### src/include/spm_pkg.sv
// spm_pkg: constants and types for the set point switch and menu control block
// assumes a 10 MHz system clock; all values in process counts, signed except the deadband, which is unsigned
package spm_pkg;
  localparam int CLK_HZ = 10_000_000;
  localparam int TIMEOUT_S = 120;           // inactivity timeout, seconds
  localparam int PRESCALE_DEF = 10_000_000; // ticks per second at CLK_HZ
  localparam int TIMEOUT_TICKS = TIMEOUT_S; // prescaled seconds counted
  localparam int DEBOUNCE_NS = 10_000_000;  // 10 ms debounce
  localparam int DEBOUNCE_CYC = DEBOUNCE_NS / (1_000_000_000 / CLK_HZ);
  localparam int VAL_W = 16;
  localparam logic [15:0] PASSWORD_RST = 16'h0000; // four bcd digits
  localparam logic [2:0] UNIT_RST = 3'h0;           // psi or deg F
  localparam int UNIT_COUNT = 4;
  typedef enum logic [2:0] {
    SPM_OPEN_RISE, SPM_OPEN_FALL, SPM_OPEN_WIN,
    SPM_CLOSE_RISE, SPM_CLOSE_FALL, SPM_CLOSE_WIN
  } spm_mode_type;
  typedef enum {
    SPM_ONLINE, SPM_ARMED, SPM_PASSWORD, SPM_PASS_OK, SPM_LATCH_PROMPT,
    SPM_LATCH_DONE, SPM_EXTREMES, SPM_UNITS, SPM_UNIT_SEL, SPM_SWITCH_MODE,
    SPM_COMMIT, SPM_COMMIT_SEL
  } spm_state_type;
  // display message codes for the display renderer
  localparam logic [3:0] MSG_PROCESS = 4'h0;
  localparam logic [3:0] MSG_ERROR = 4'h1;
  localparam logic [3:0] MSG_PASSWORD = 4'h2;
  localparam logic [3:0] MSG_OK = 4'h3;
  localparam logic [3:0] MSG_LATCH_PROMPT = 4'h4;
  localparam logic [3:0] MSG_LATCH_DONE = 4'h5;
  localparam logic [3:0] MSG_EXTREMES = 4'h6;
  localparam logic [3:0] MSG_UNITS = 4'h7;
  localparam logic [3:0] MSG_UNIT_SEL = 4'h8;
  localparam logic [3:0] MSG_MODE = 4'h9;
  localparam logic [3:0] MSG_COMMIT = 4'hA;
  localparam logic [3:0] MSG_COMMIT_NO = 4'hB;
  localparam logic [3:0] MSG_COMMIT_YES = 4'hC;
  localparam logic [3:0] MSG_DEADBAND_BAD = 4'hD;
endpackage

### src/include/spm_key_if.sv
// spm_key_if: debounced key events passed from the key filter to the menu
// assumes one clock domain; events are one-cycle pulses
`timescale 1ns/10ps
interface spm_key_if;
  logic left_ev;
  logic right_ev;
  logic both_ev;
  modport src (output left_ev, output right_ev, output both_ev);
  modport dst (input left_ev, input right_ev, input both_ev);
endinterface

### src/rtl/spm_keys.sv
// spm_keys: synchronises, debounces and classifies the two operator keys
// assumes raw key pins are active high and asynchronous to the clock
`timescale 1ns/10ps
module spm_keys
  import spm_pkg::*;
#(
  parameter int DEB_CYC = DEBOUNCE_CYC
) (
  // clock and reset
  input wire logic i_ref_clk,
  input wire logic i_srst,
  // raw keys
  input wire logic i_key_left,
  input wire logic i_key_right,
  // events
  spm_key_if.src keys
);
  logic [1:0] sync1, sync2, stable, next_stable;
  logic [1:0] seen, next_seen;
  logic [$clog2(DEB_CYC+1)-1:0] cnt, next_cnt;
  logic next_l, next_r, next_b;

  // two-stage synchroniser, first stage read only by second
  always_ff @(posedge i_ref_clk) begin
    if (i_srst) begin
      sync1 <= 2'h0;
      sync2 <= 2'h0;
    end else begin
      sync1 <= {i_key_left, i_key_right};
      sync2 <= sync1;
    end
  end

  // debounce and collect keys pressed during one press group
  always_comb begin
    next_stable = stable;
    next_cnt = cnt;
    next_seen = seen;
    next_l = 1'b0;
    next_r = 1'b0;
    next_b = 1'b0;
    if (sync2 == stable) begin
      next_cnt = '0;
    end else if (cnt == ($clog2(DEB_CYC+1))'(DEB_CYC - 1)) begin
      next_cnt = '0;
      next_stable = sync2;
    end else begin
      next_cnt = cnt + 1'b1;
    end
    next_seen = seen | next_stable;
    // event on release of all keys: both counts as one distinct event
    if (stable != 2'h0 && next_stable == 2'h0) begin
      next_seen = 2'h0;
      next_b = (seen | stable) == 2'h3;
      next_l = (seen | stable) == 2'h2;
      next_r = (seen | stable) == 2'h1;
    end
  end

  always_ff @(posedge i_ref_clk) begin
    if (i_srst) begin
      stable <= 2'h0;
      cnt <= '0;
      seen <= 2'h0;
      keys.left_ev <= 1'b0;
      keys.right_ev <= 1'b0;
      keys.both_ev <= 1'b0;
    end else begin
      stable <= next_stable;
      cnt <= next_cnt;
      seen <= next_seen;
      keys.left_ev <= next_l;
      keys.right_ev <= next_r;
      keys.both_ev <= next_b;
    end
  end
endmodule // spm_keys

### src/rtl/spm_top.sv
// spm_top: set point switch, health output and two-key programming menu
// assumes process value and fault flags come from logic on the same clock
//
// Operation
// - show error on external fault while running
// - stop activity indicator on controller fault
// - programming: offline, fail-safe outputs, ignore sensor
// - switch fail-safe level follows configured mode
// - both keys then right key enters programming
// - four-digit password, left increments, right advances
// - OK, then extremes or latch-release prompt
// - two idle minutes: discard, reload, go online
// - main menu steps forward only, circular
// - both keys jump to commit at escape items
// - left key steps forward until commit prompt
// - commit defaults NO; left toggles; both saves
// - both with NO discards and goes online
// - unit default zero; left cycles, right selects
// - unit change zeroes extremes, requests recompute
// - six switch modes: open/close rise/fall/window
// - rising: trip at set point, reset below
// - falling: trip at set point, reset above
// - window: trip outside high/low limits
// - health output off in fault or reset
// - latch holds trip until menu release
// - zero deadband rejected at commit
// - fault turns health output off
// - both keys at latch prompt release latch
`timescale 1ns/10ps
module spm_top
  import spm_pkg::*;
#(
  parameter int PRESCALE = PRESCALE_DEF,
  parameter int TIMEOUT = TIMEOUT_TICKS,
  parameter int DEB_CYC = DEBOUNCE_CYC,
  parameter int W = VAL_W
) (
  // clock and reset
  input wire logic i_ref_clk,
  input wire logic i_srst,
  // keys
  input wire logic i_key_left,
  input wire logic i_key_right,
  // process and faults
  input wire logic signed [W-1:0] i_process_value,
  input wire logic i_fault_external,
  input wire logic i_fault_controller,
  // working parameters written by the editing front end
  input wire logic [2:0] i_edit_mode,
  input wire logic signed [W-1:0] i_edit_setpoint_hi,
  input wire logic signed [W-1:0] i_edit_setpoint_lo,
  input wire logic [W-1:0] i_edit_deadband,
  input wire logic i_edit_latch_en,
  // outputs to control system
  output logic o_switch_closed,
  output logic o_health_ok_output,
  // status
  output logic o_online,
  output logic o_activity_run,
  output logic [3:0] o_message,
  output logic [3:0] o_digit_index,
  output logic [3:0] o_digit_value,
  output logic [2:0] o_unit,
  output logic o_unit_changed,
  output logic o_extremes_clear_cmd,
  output logic o_latched,
  output logic o_tripped
);
  spm_key_if key_bus ();

  spm_keys #(.DEB_CYC(DEB_CYC)) u_keys (
    .i_ref_clk(i_ref_clk),
    .i_srst(i_srst),
    .i_key_left(i_key_left),
    .i_key_right(i_key_right),
    .keys(key_bus)
  );

  wire any_ev = key_bus.left_ev | key_bus.right_ev | key_bus.both_ev;

  spm_state_type state, next_state;
  logic [15:0] pw_entry, next_pw_entry;
  logic [1:0] digit, next_digit;
  logic yes_sel, next_yes_sel;
  logic [2:0] unit, next_unit, edit_unit, next_edit_unit;
  logic [2:0] mode, next_mode;
  logic signed [W-1:0] sp_hi, next_sp_hi, sp_lo, next_sp_lo;
  logic [W-1:0] db, next_db;
  logic latch_en, next_latch_en;
  logic clr_req, next_clr_req;
  logic tripped, next_tripped, latched, next_latched;
  logic unit_pulse, next_unit_pulse, clr_pulse, next_clr_pulse;
  logic db_bad, next_db_bad;
  logic [$clog2(PRESCALE+1)-1:0] pre, next_pre;
  logic [$clog2(TIMEOUT+1)-1:0] secs, next_secs;
  logic timeout;

  // prescaled inactivity timer, restarted by every key event
  always_comb begin
    next_pre = pre;
    next_secs = secs;
    timeout = (secs == ($clog2(TIMEOUT+1))'(TIMEOUT));
    if (state == SPM_ONLINE || any_ev) begin
      next_pre = '0;
      next_secs = '0;
    end else if (pre == ($clog2(PRESCALE+1))'(PRESCALE - 1)) begin
      next_pre = '0;
      if (!timeout) next_secs = secs + 1'b1;
    end else begin
      next_pre = pre + 1'b1;
    end
  end

  always_ff @(posedge i_ref_clk) begin
    if (i_srst) begin
      pre <= '0;
      secs <= '0;
    end else begin
      pre <= next_pre;
      secs <= next_secs;
    end
  end

  // menu state machine and stored parameters
  always_comb begin
    next_state = state;
    next_pw_entry = pw_entry;
    next_digit = digit;
    next_yes_sel = yes_sel;
    next_unit = unit;
    next_edit_unit = edit_unit;
    next_mode = mode;
    next_sp_hi = sp_hi;
    next_sp_lo = sp_lo;
    next_db = db;
    next_latch_en = latch_en;
    next_clr_req = clr_req;
    next_latched = latched;
    next_unit_pulse = 1'b0;
    next_clr_pulse = 1'b0;
    next_db_bad = db_bad;
    if (state != SPM_ONLINE && state != SPM_ARMED && timeout) begin
      next_state = SPM_ONLINE;
      next_edit_unit = unit;
      next_clr_req = 1'b0;
    end else begin
      unique case (state)
        SPM_ONLINE: if (key_bus.both_ev) next_state = SPM_ARMED;
        SPM_ARMED: begin
          if (key_bus.right_ev) begin
            next_state = SPM_PASSWORD;
            next_pw_entry = 16'h0000;
            next_digit = 2'h0;
            next_edit_unit = unit;
            next_db_bad = 1'b0;
          end else if (any_ev) begin
            next_state = SPM_ONLINE;
          end
        end
        SPM_PASSWORD: begin
          if (key_bus.left_ev) begin
            // increment blinking bcd digit
            next_pw_entry[digit*4 +: 4] = (pw_entry[digit*4 +: 4] == 4'h9) ? 4'h0
              : pw_entry[digit*4 +: 4] + 4'h1;
          end else if (key_bus.right_ev) begin
            next_digit = digit + 2'h1;
            if (digit == 2'h3) begin
              next_state = (pw_entry == PASSWORD_RST) ? SPM_PASS_OK : SPM_ONLINE;
            end
          end
        end
        SPM_PASS_OK: if (key_bus.right_ev) begin
          next_state = latched ? SPM_LATCH_PROMPT : SPM_EXTREMES;
        end
        SPM_LATCH_PROMPT: begin
          if (key_bus.both_ev) begin
            next_latched = 1'b0;
            next_state = SPM_LATCH_DONE;
          end else if (key_bus.right_ev) begin
            next_state = SPM_ONLINE;
          end else if (key_bus.left_ev) begin
            next_state = SPM_EXTREMES;
          end
        end
        SPM_LATCH_DONE: begin
          if (key_bus.right_ev) next_state = SPM_ONLINE;
          else if (key_bus.left_ev) next_state = SPM_EXTREMES;
        end
        SPM_EXTREMES: begin
          if (key_bus.right_ev) next_clr_req = 1'b1;
          if (key_bus.left_ev) next_state = SPM_UNITS;
          if (key_bus.both_ev) next_state = SPM_COMMIT;
        end
        SPM_UNITS: begin
          if (key_bus.right_ev) next_state = SPM_UNIT_SEL;
          if (key_bus.left_ev) next_state = SPM_SWITCH_MODE;
          if (key_bus.both_ev) next_state = SPM_COMMIT;
        end
        SPM_UNIT_SEL: begin
          if (key_bus.left_ev) begin
            next_edit_unit = (edit_unit == 3'(UNIT_COUNT - 1)) ? 3'h0
              : edit_unit + 3'h1;
          end
          if (key_bus.right_ev) next_state = SPM_UNITS;
        end
        SPM_SWITCH_MODE: begin
          // mode editing not escape-permitted; left moves on
          if (key_bus.left_ev) next_state = SPM_COMMIT;
        end
        SPM_COMMIT: begin
          if (key_bus.right_ev) begin
            next_state = SPM_COMMIT_SEL;
            next_yes_sel = 1'b0;
          end
          if (key_bus.left_ev) next_state = SPM_EXTREMES;
        end
        SPM_COMMIT_SEL: begin
          if (key_bus.left_ev) next_yes_sel = ~yes_sel;
          if (key_bus.both_ev) begin
            if (yes_sel && i_edit_deadband == '0) begin
              next_db_bad = 1'b1;
            end else begin
              next_state = SPM_ONLINE;
              next_clr_req = 1'b0;
              if (yes_sel) begin
                next_mode = (i_edit_mode > 3'h5) ? mode : i_edit_mode;
                next_sp_hi = i_edit_setpoint_hi;
                next_sp_lo = i_edit_setpoint_lo;
                next_db = i_edit_deadband;
                next_latch_en = i_edit_latch_en;
                next_clr_pulse = clr_req;
                if (edit_unit != unit) begin
                  next_unit = edit_unit;
                  next_unit_pulse = 1'b1;
                  next_clr_pulse = 1'b1;
                end
              end else begin
                next_edit_unit = unit;
              end
            end
          end
        end
      endcase
    end
    if (!latch_en) next_latched = 1'b0;
    else if (next_tripped && state == SPM_ONLINE) next_latched = 1'b1;
  end

  // switch decision: trip and reset thresholds, with hysteresis in rise and fall modes only
  logic signed [W:0] pv, hi, lo, dbx;
  always_comb begin
    pv = {i_process_value[W-1], i_process_value};
    hi = {sp_hi[W-1], sp_hi};
    lo = {sp_lo[W-1], sp_lo};
    dbx = {1'b0, db};
    next_tripped = tripped;
    if (state != SPM_ONLINE) begin
      next_tripped = tripped;
    end else if (latched) begin
      next_tripped = 1'b1;
    end else begin
      unique case (mode)
        SPM_OPEN_RISE, SPM_CLOSE_RISE: begin
          if (pv >= hi) next_tripped = 1'b1;
          else if (pv <= hi - dbx) next_tripped = 1'b0;
        end
        SPM_OPEN_FALL, SPM_CLOSE_FALL: begin
          if (pv <= hi) next_tripped = 1'b1;
          else if (pv >= hi + dbx) next_tripped = 1'b0;
        end
        SPM_OPEN_WIN, SPM_CLOSE_WIN: next_tripped = (pv > hi) || (pv < lo);
        default: next_tripped = tripped;
      endcase
    end
  end

  always_ff @(posedge i_ref_clk) begin
    if (i_srst) begin
      state <= SPM_ONLINE;
      pw_entry <= 16'h0000;
      digit <= 2'h0;
      yes_sel <= 1'b0;
      unit <= UNIT_RST;
      edit_unit <= UNIT_RST;
      mode <= SPM_OPEN_RISE;
      sp_hi <= '0;
      sp_lo <= '0;
      db <= W'(1);
      latch_en <= 1'b0;
      clr_req <= 1'b0;
      tripped <= 1'b0;
      latched <= 1'b0;
      unit_pulse <= 1'b0;
      clr_pulse <= 1'b0;
      db_bad <= 1'b0;
    end else begin
      state <= next_state;
      pw_entry <= next_pw_entry;
      digit <= next_digit;
      yes_sel <= next_yes_sel;
      unit <= next_unit;
      edit_unit <= next_edit_unit;
      mode <= next_mode;
      sp_hi <= next_sp_hi;
      sp_lo <= next_sp_lo;
      db <= next_db;
      latch_en <= next_latch_en;
      clr_req <= next_clr_req;
      tripped <= next_tripped;
      latched <= next_latched;
      unit_pulse <= next_unit_pulse;
      clr_pulse <= next_clr_pulse;
      db_bad <= next_db_bad;
    end
  end

  // output registers
  wire open_mode = (mode == SPM_OPEN_RISE) || (mode == SPM_OPEN_FALL) || (mode == SPM_OPEN_WIN);
  wire fault = i_fault_external | i_fault_controller;
  always_ff @(posedge i_ref_clk) begin
    if (i_srst) begin
      o_switch_closed <= 1'b1;
      o_health_ok_output <= 1'b0;
      o_online <= 1'b0;
      o_activity_run <= 1'b0;
      o_message <= MSG_PROCESS;
    end else begin
      if (state != SPM_ONLINE) o_switch_closed <= !open_mode;
      else o_switch_closed <= open_mode ? !tripped : tripped;
      o_health_ok_output <= (state == SPM_ONLINE) && !fault;
      o_online <= (state == SPM_ONLINE);
      o_activity_run <= !i_fault_controller;
      unique case (state)
        SPM_ONLINE, SPM_ARMED: o_message <= i_fault_external ? MSG_ERROR : MSG_PROCESS;
        SPM_PASSWORD: o_message <= MSG_PASSWORD;
        SPM_PASS_OK: o_message <= MSG_OK;
        SPM_LATCH_PROMPT: o_message <= MSG_LATCH_PROMPT;
        SPM_LATCH_DONE: o_message <= MSG_LATCH_DONE;
        SPM_EXTREMES: o_message <= MSG_EXTREMES;
        SPM_UNITS: o_message <= MSG_UNITS;
        SPM_UNIT_SEL: o_message <= MSG_UNIT_SEL;
        SPM_SWITCH_MODE: o_message <= MSG_MODE;
        SPM_COMMIT: o_message <= MSG_COMMIT;
        SPM_COMMIT_SEL: o_message <= db_bad ? MSG_DEADBAND_BAD
          : (yes_sel ? MSG_COMMIT_YES : MSG_COMMIT_NO);
      endcase
    end
  end

  assign o_digit_index = {2'h0, digit};
  assign o_digit_value = pw_entry[digit*4 +: 4];
  assign o_unit = (state == SPM_UNIT_SEL) ? edit_unit : unit;
  assign o_unit_changed = unit_pulse;
  assign o_extremes_clear_cmd = clr_pulse;
  assign o_latched = latched;
  assign o_tripped = tripped;
endmodule // spm_top

### config.mk
export PLATFORM = sky130hd
export DESIGN_NAME = spm_top
export DESIGN_NICKNAME = d
export VERILOG_FILES = /design/src/include/spm_pkg.sv /design/src/include/spm_key_if.sv /design/src/rtl/spm_keys.sv /design/src/rtl/spm_top.sv
export SDC_FILE = /design/constraint.sdc
export NUM_CORES = 1
export LEC_CHECK = 0
export BUFFER_PORTS_ARGS = -buffer_cell sky130_fd_sc_hd__buf_4
export CAP_MARGIN = 20
export CORE_MARGIN = 10
export CORE_UTILIZATION = 45
export CTS_CLUSTER_DIAMETER = 30
export DETAILED_ROUTE_END_ITERATION = 10
export PLACE_DENSITY = 0.64
export SETUP_SLACK_MARGIN = 0.3
export SLEW_MARGIN = 5
export SYNTH_ARGS = -nofsm -noshare
export SYNTH_HDL_FRONTEND = slang
export SYNTH_SLANG_ARGS = --single-unit
### constraint.sdc
create_clock -name i_ref_clk -period 4.8 [get_ports i_ref_clk]
set_input_delay 0.48 -clock i_ref_clk [delete_from_list [all_inputs] [get_ports i_ref_clk]]
set_output_delay 0.48 -clock i_ref_clk [all_outputs]
set_load 0.03 [all_outputs]
==> summary.md <==
| Metric | Value |
|---|---|
| Register area | `between 3000 and 4000 um^2` |
| Hold-fix buffers, CTS | `0` |
| Ranking of synthesized cells by area | `dfxtp_1 (34%), ha_1 (13%), nand2_1 (6.1%)` |
| Design Power | `around 3.1 mW` |
| DRC viols | `0` |
| Placed cells | `~1700` |
| Largest net degree at the start of global routing | `between 50 and 60` |
| Seq/Total Area, Yosys | `0.337` |
| Most common cell after layout, fill and taps aside | `dfxtp_1` |
| Worst EP arrival | `4.60 ns` |
| Total track usage | `0.177` |
| Max Freq | `between 0.2 and 0.25 GHz` |
| CTS root buf | `clkbuf_16` |
| Area taken by multi-input logic gates | `6820 um^2` |
| CP cell instances | `inv_1 > ha_1 > fa_1 > nor2b_1 > o31a_1 > o211ai_1 > a21oi_2 > a2111oi_2 > buf_4 > o31ai_1 > a21oi_1 > xnor2_1 > ha_1 > a21o_1 > a211oi_1 > o211ai_1 > a211oi_1 > a221oi_1 > nor3_2 > a211oi_1` |
| # IOs | `97` |
| Slew Limit Fails | `0` |
| Worst R2R Setup Slack | `0.50 ns` |
| Vias post-DR | `about 9400` |
| Proportion of layout cells with a drive suffix above 1 | `0.125` |
| Setup crit start kind | `register` |
| Ys flop type | `dfxtp_1` |
| Finished Layout Cells | `between 1500 and 2000` |
| Post-synth top area cell | `dfxtp_1` |
| Routed Antenna Nets | `0` |
| Synth Warn # | `0` |
| Setup TNS | `0 ns` |
| Crit-path max FO | `4` |
| Remaining global-route overflow | `0` |
| WL per Instance | `roughly 15 um` |
| Most common cell on crit path | `a211oi_1` |
| Mean Syn Cell Area | `8.17 um^2` |
| Final hold viol count | `0` |
| Initial antenna violation count | `2` |
| Clk_skew | `approximately 0.013 ns` |
| Leakage power | `~5 nW` |
| Post-synthesis simple-gate area fraction | `0.249` |
| H-tree depth | `4` |
| Syn Std Cell Area | `10800 um^2` |
| Synth Area in Adders | `0.131` |
| First DRT Iteration DRCs | `~530` |
| Pwr per Cell Area | `between 200 and 250 nW/um^2` |
| Vias in the first global route | `8902` |
| Cell Area, Placed | `11900 um^2` |
| Clock-pin slew of the registers on the worst-case setup and hold paths | `approximately 0.070 ns` |
| Synth Area in Compound Gates | `0.151` |
| Synth Register Bits | `between 150 and 200` |
| Peak supply drop | `roughly 0.00019 V` |
| Gate Count Post-Synth | `between 1000 and 1500` |
| Synth unique cells | `73` |
| Clk_lat worst skew | `0.44 ns` |
| Nets@finish | `1610` |
| Design area | `12600 um^2` |
| Die extent in y | `roughly 180 um` |
| CTS tree | `done` |
| Die Width | `between 150 and 200 um` |
| Drt via density | `around 5.3` |
| Initial Utilization | `0.460` |
| Finish-stage setup viols | `0` |
| DRT Pass-1 Iters | `5` |
| Most frequent cells in the layout | `dfxtp_1 (180), nand2_1 (175), nor2_1 (125), a21oi_1 (119), ha_1 (109)` |
| Slew @ Worst Pin | `around 0.8 ns` |
| Critical path class | `register to register` |
| CTS buffer count | `17` |
| Status | `complete, no violations` |
| Post-layout minimum cycle time | `4.30 ns` |
| FP Rows | `56` |
| Final worst slack | `0.495 ns` |
| Fill count | `approximately 2300` |
| Crit path max-delay cell type | `fa_1` |
| Area fraction of the dominant cell type after synthesis | `0.337` |
| Port Buffer Count | `94` |
| Xor/xnor share of the synthesized area | `0.0607` |
| RSZ-0062 raised after global routing | `no` |
| Worst Path Required | `approximately 5.1 ns` |
| Setup slack after placement | `0.0223 ns` |
| First-pass GRT wire length | `44800 um` |
| Async SR Flop Fraction | `0` |
| Main combinational cell family by area after synthesis | `simple AND/OR/NAND/NOR gates` |
| Post-synthesis mux area share | `0.0207` |
| Max Root-Sink Buffers | `2` |
| Min-delay worst type | `input pin to register` |
| Final period util | `0.897` |
| Clock tree sinks | `between 150 and 200` |
| Core area | `23500 um^2` |
| Routability cong. | `a little over 0.9` |
| CP Capture Type | `register` |
| Rel. slew slack | `0.465` |
| Die ar. | `about 31000 um^2` |
| Max_cap viols | `0` |
| EDFF count, synth | `0` |
| Post-Route WL | `between 20000 and 30000 um` |
| Layout area overhead | `16.1%` |
| DP HPWL | `roughly 21000 um` |
| Slowest stage delay, CP | `approximately 0.43 ns` |
==> synthesized netlist by cell type (30+ instances only) <==
cell type / instances
dfxtp_1: 182
nand2_1: 175
nor2_1: 126
a21oi_1: 121
ha_1: 110
inv_1: 84
nand3_1: 46
clkbuf_1: 42
xor2_1: 41
o21ai_0: 38
xnor2_1: 34
nor3_1: 30
==> sequential cells by signal, indices dropped and copies added (netlist names), 2 cells and up <==
name / flops
u_keys.sync1: 2
db: 16
secs: 7
edit_unit: 3
sp_hi: 16
sp_lo: 16
u_keys.seen: 2
pre: 24
mode: 3
digit: 2
u_keys.stable: 2
u_keys.cnt: 17
o_message: 4
pw_entry: 16
unit: 3
u_keys.sync2: 2
state: 32
==> worst max-delay path, delay by kind of cell (launching register included) <==
| kind | cells | cell delay, ns |
|---|---|---|
| adder cells (fa/ha/maj) | 3 | 0.95 |
| buffers and inverters | 2 | 0.21 |
| AND/OR/NAND/NOR | 2 | 0.39 |
| XOR/XNOR | 1 | 0.28 |
| AO/OA/AOI/OAI | 12 | 1.97 |
| flip-flops | 1 | 0.35 |
==> metal layers <==
metal / up-vias / part of all wire / GRT usage
met1: 4365 / 0.48 / 0.234
met4: 2 / 0.019 / 0.0565
li1: 4796 / - / -
met3: 33 / 0.047 / 0.0347
met2: 187 / 0.46 / 0.284
met5: - / 0.00044 / 0
==> power breakdown <==
group          leakage (nW)  internal, mW  switching, mW  total [mW]
registers              1.48          1.53         0.0138        1.54
clock network         0.288         0.699          0.681        1.38
logic                  3.14        0.0799         0.0962       0.176
total                  4.91          2.31          0.791        3.10
==> area by class of cell <==
cell class / count / area share
clock buffers: 18 / 0.0342
inverters: 85 / 0.0254
well taps: 319 / 0.0318
repair buffers: 105 / 0.0627
flip-flops and latches: 182 / 0.290
clock inverters: 14 / 0.0126
diodes: 1 / 0.000199
multi-input cells: 1033 / 0.543
==> path summary, 6_finish.rpt <==
| kind | from | endpoint | cells after the start |
|---|---|---|---|
| setup / recovery | sp_hi[0] | o_tripped | 20 |
| setup reg to reg | sp_hi[0] | o_tripped | 20 |
| hold reg to reg | u_keys.sync1[0] | u_keys.sync2[0] | 1 |
| hold / removal | i_fault_controller | o_activity_run | 2 |
==> metrics by stage <==
| stage | hold WS [ns] | util |
|---|---|---|
| after floorplan | 0.414 | - |
| after global routing | 0.187 | 0.534 |
| final | 0.195 | 0.534 |
| after CTS | 0.172 | 0.530 |
| after detailed placement | 0.424 | 0.504 |
| after global placement | 0.429 | 0.504 |
==> what timing repair did <==
item	in CTS	in global routing
setup buffers	1	2
pin swaps	3	10
resized for setup	6	16
endpoints found under the setup margin	2	2
==> cells by family after synthesis <==
logic type               count (synthesis)
AND/OR/NAND/NOR                        539
AO/OA/AOI/OAI                          260
flip-flops                             182
buffers and inverters                  139
adder cells (fa/ha/maj)                112
XOR/XNOR                                75
multiplexers                            17
other                                    1
No activity file was read; power rests on OpenSTA's default activity.
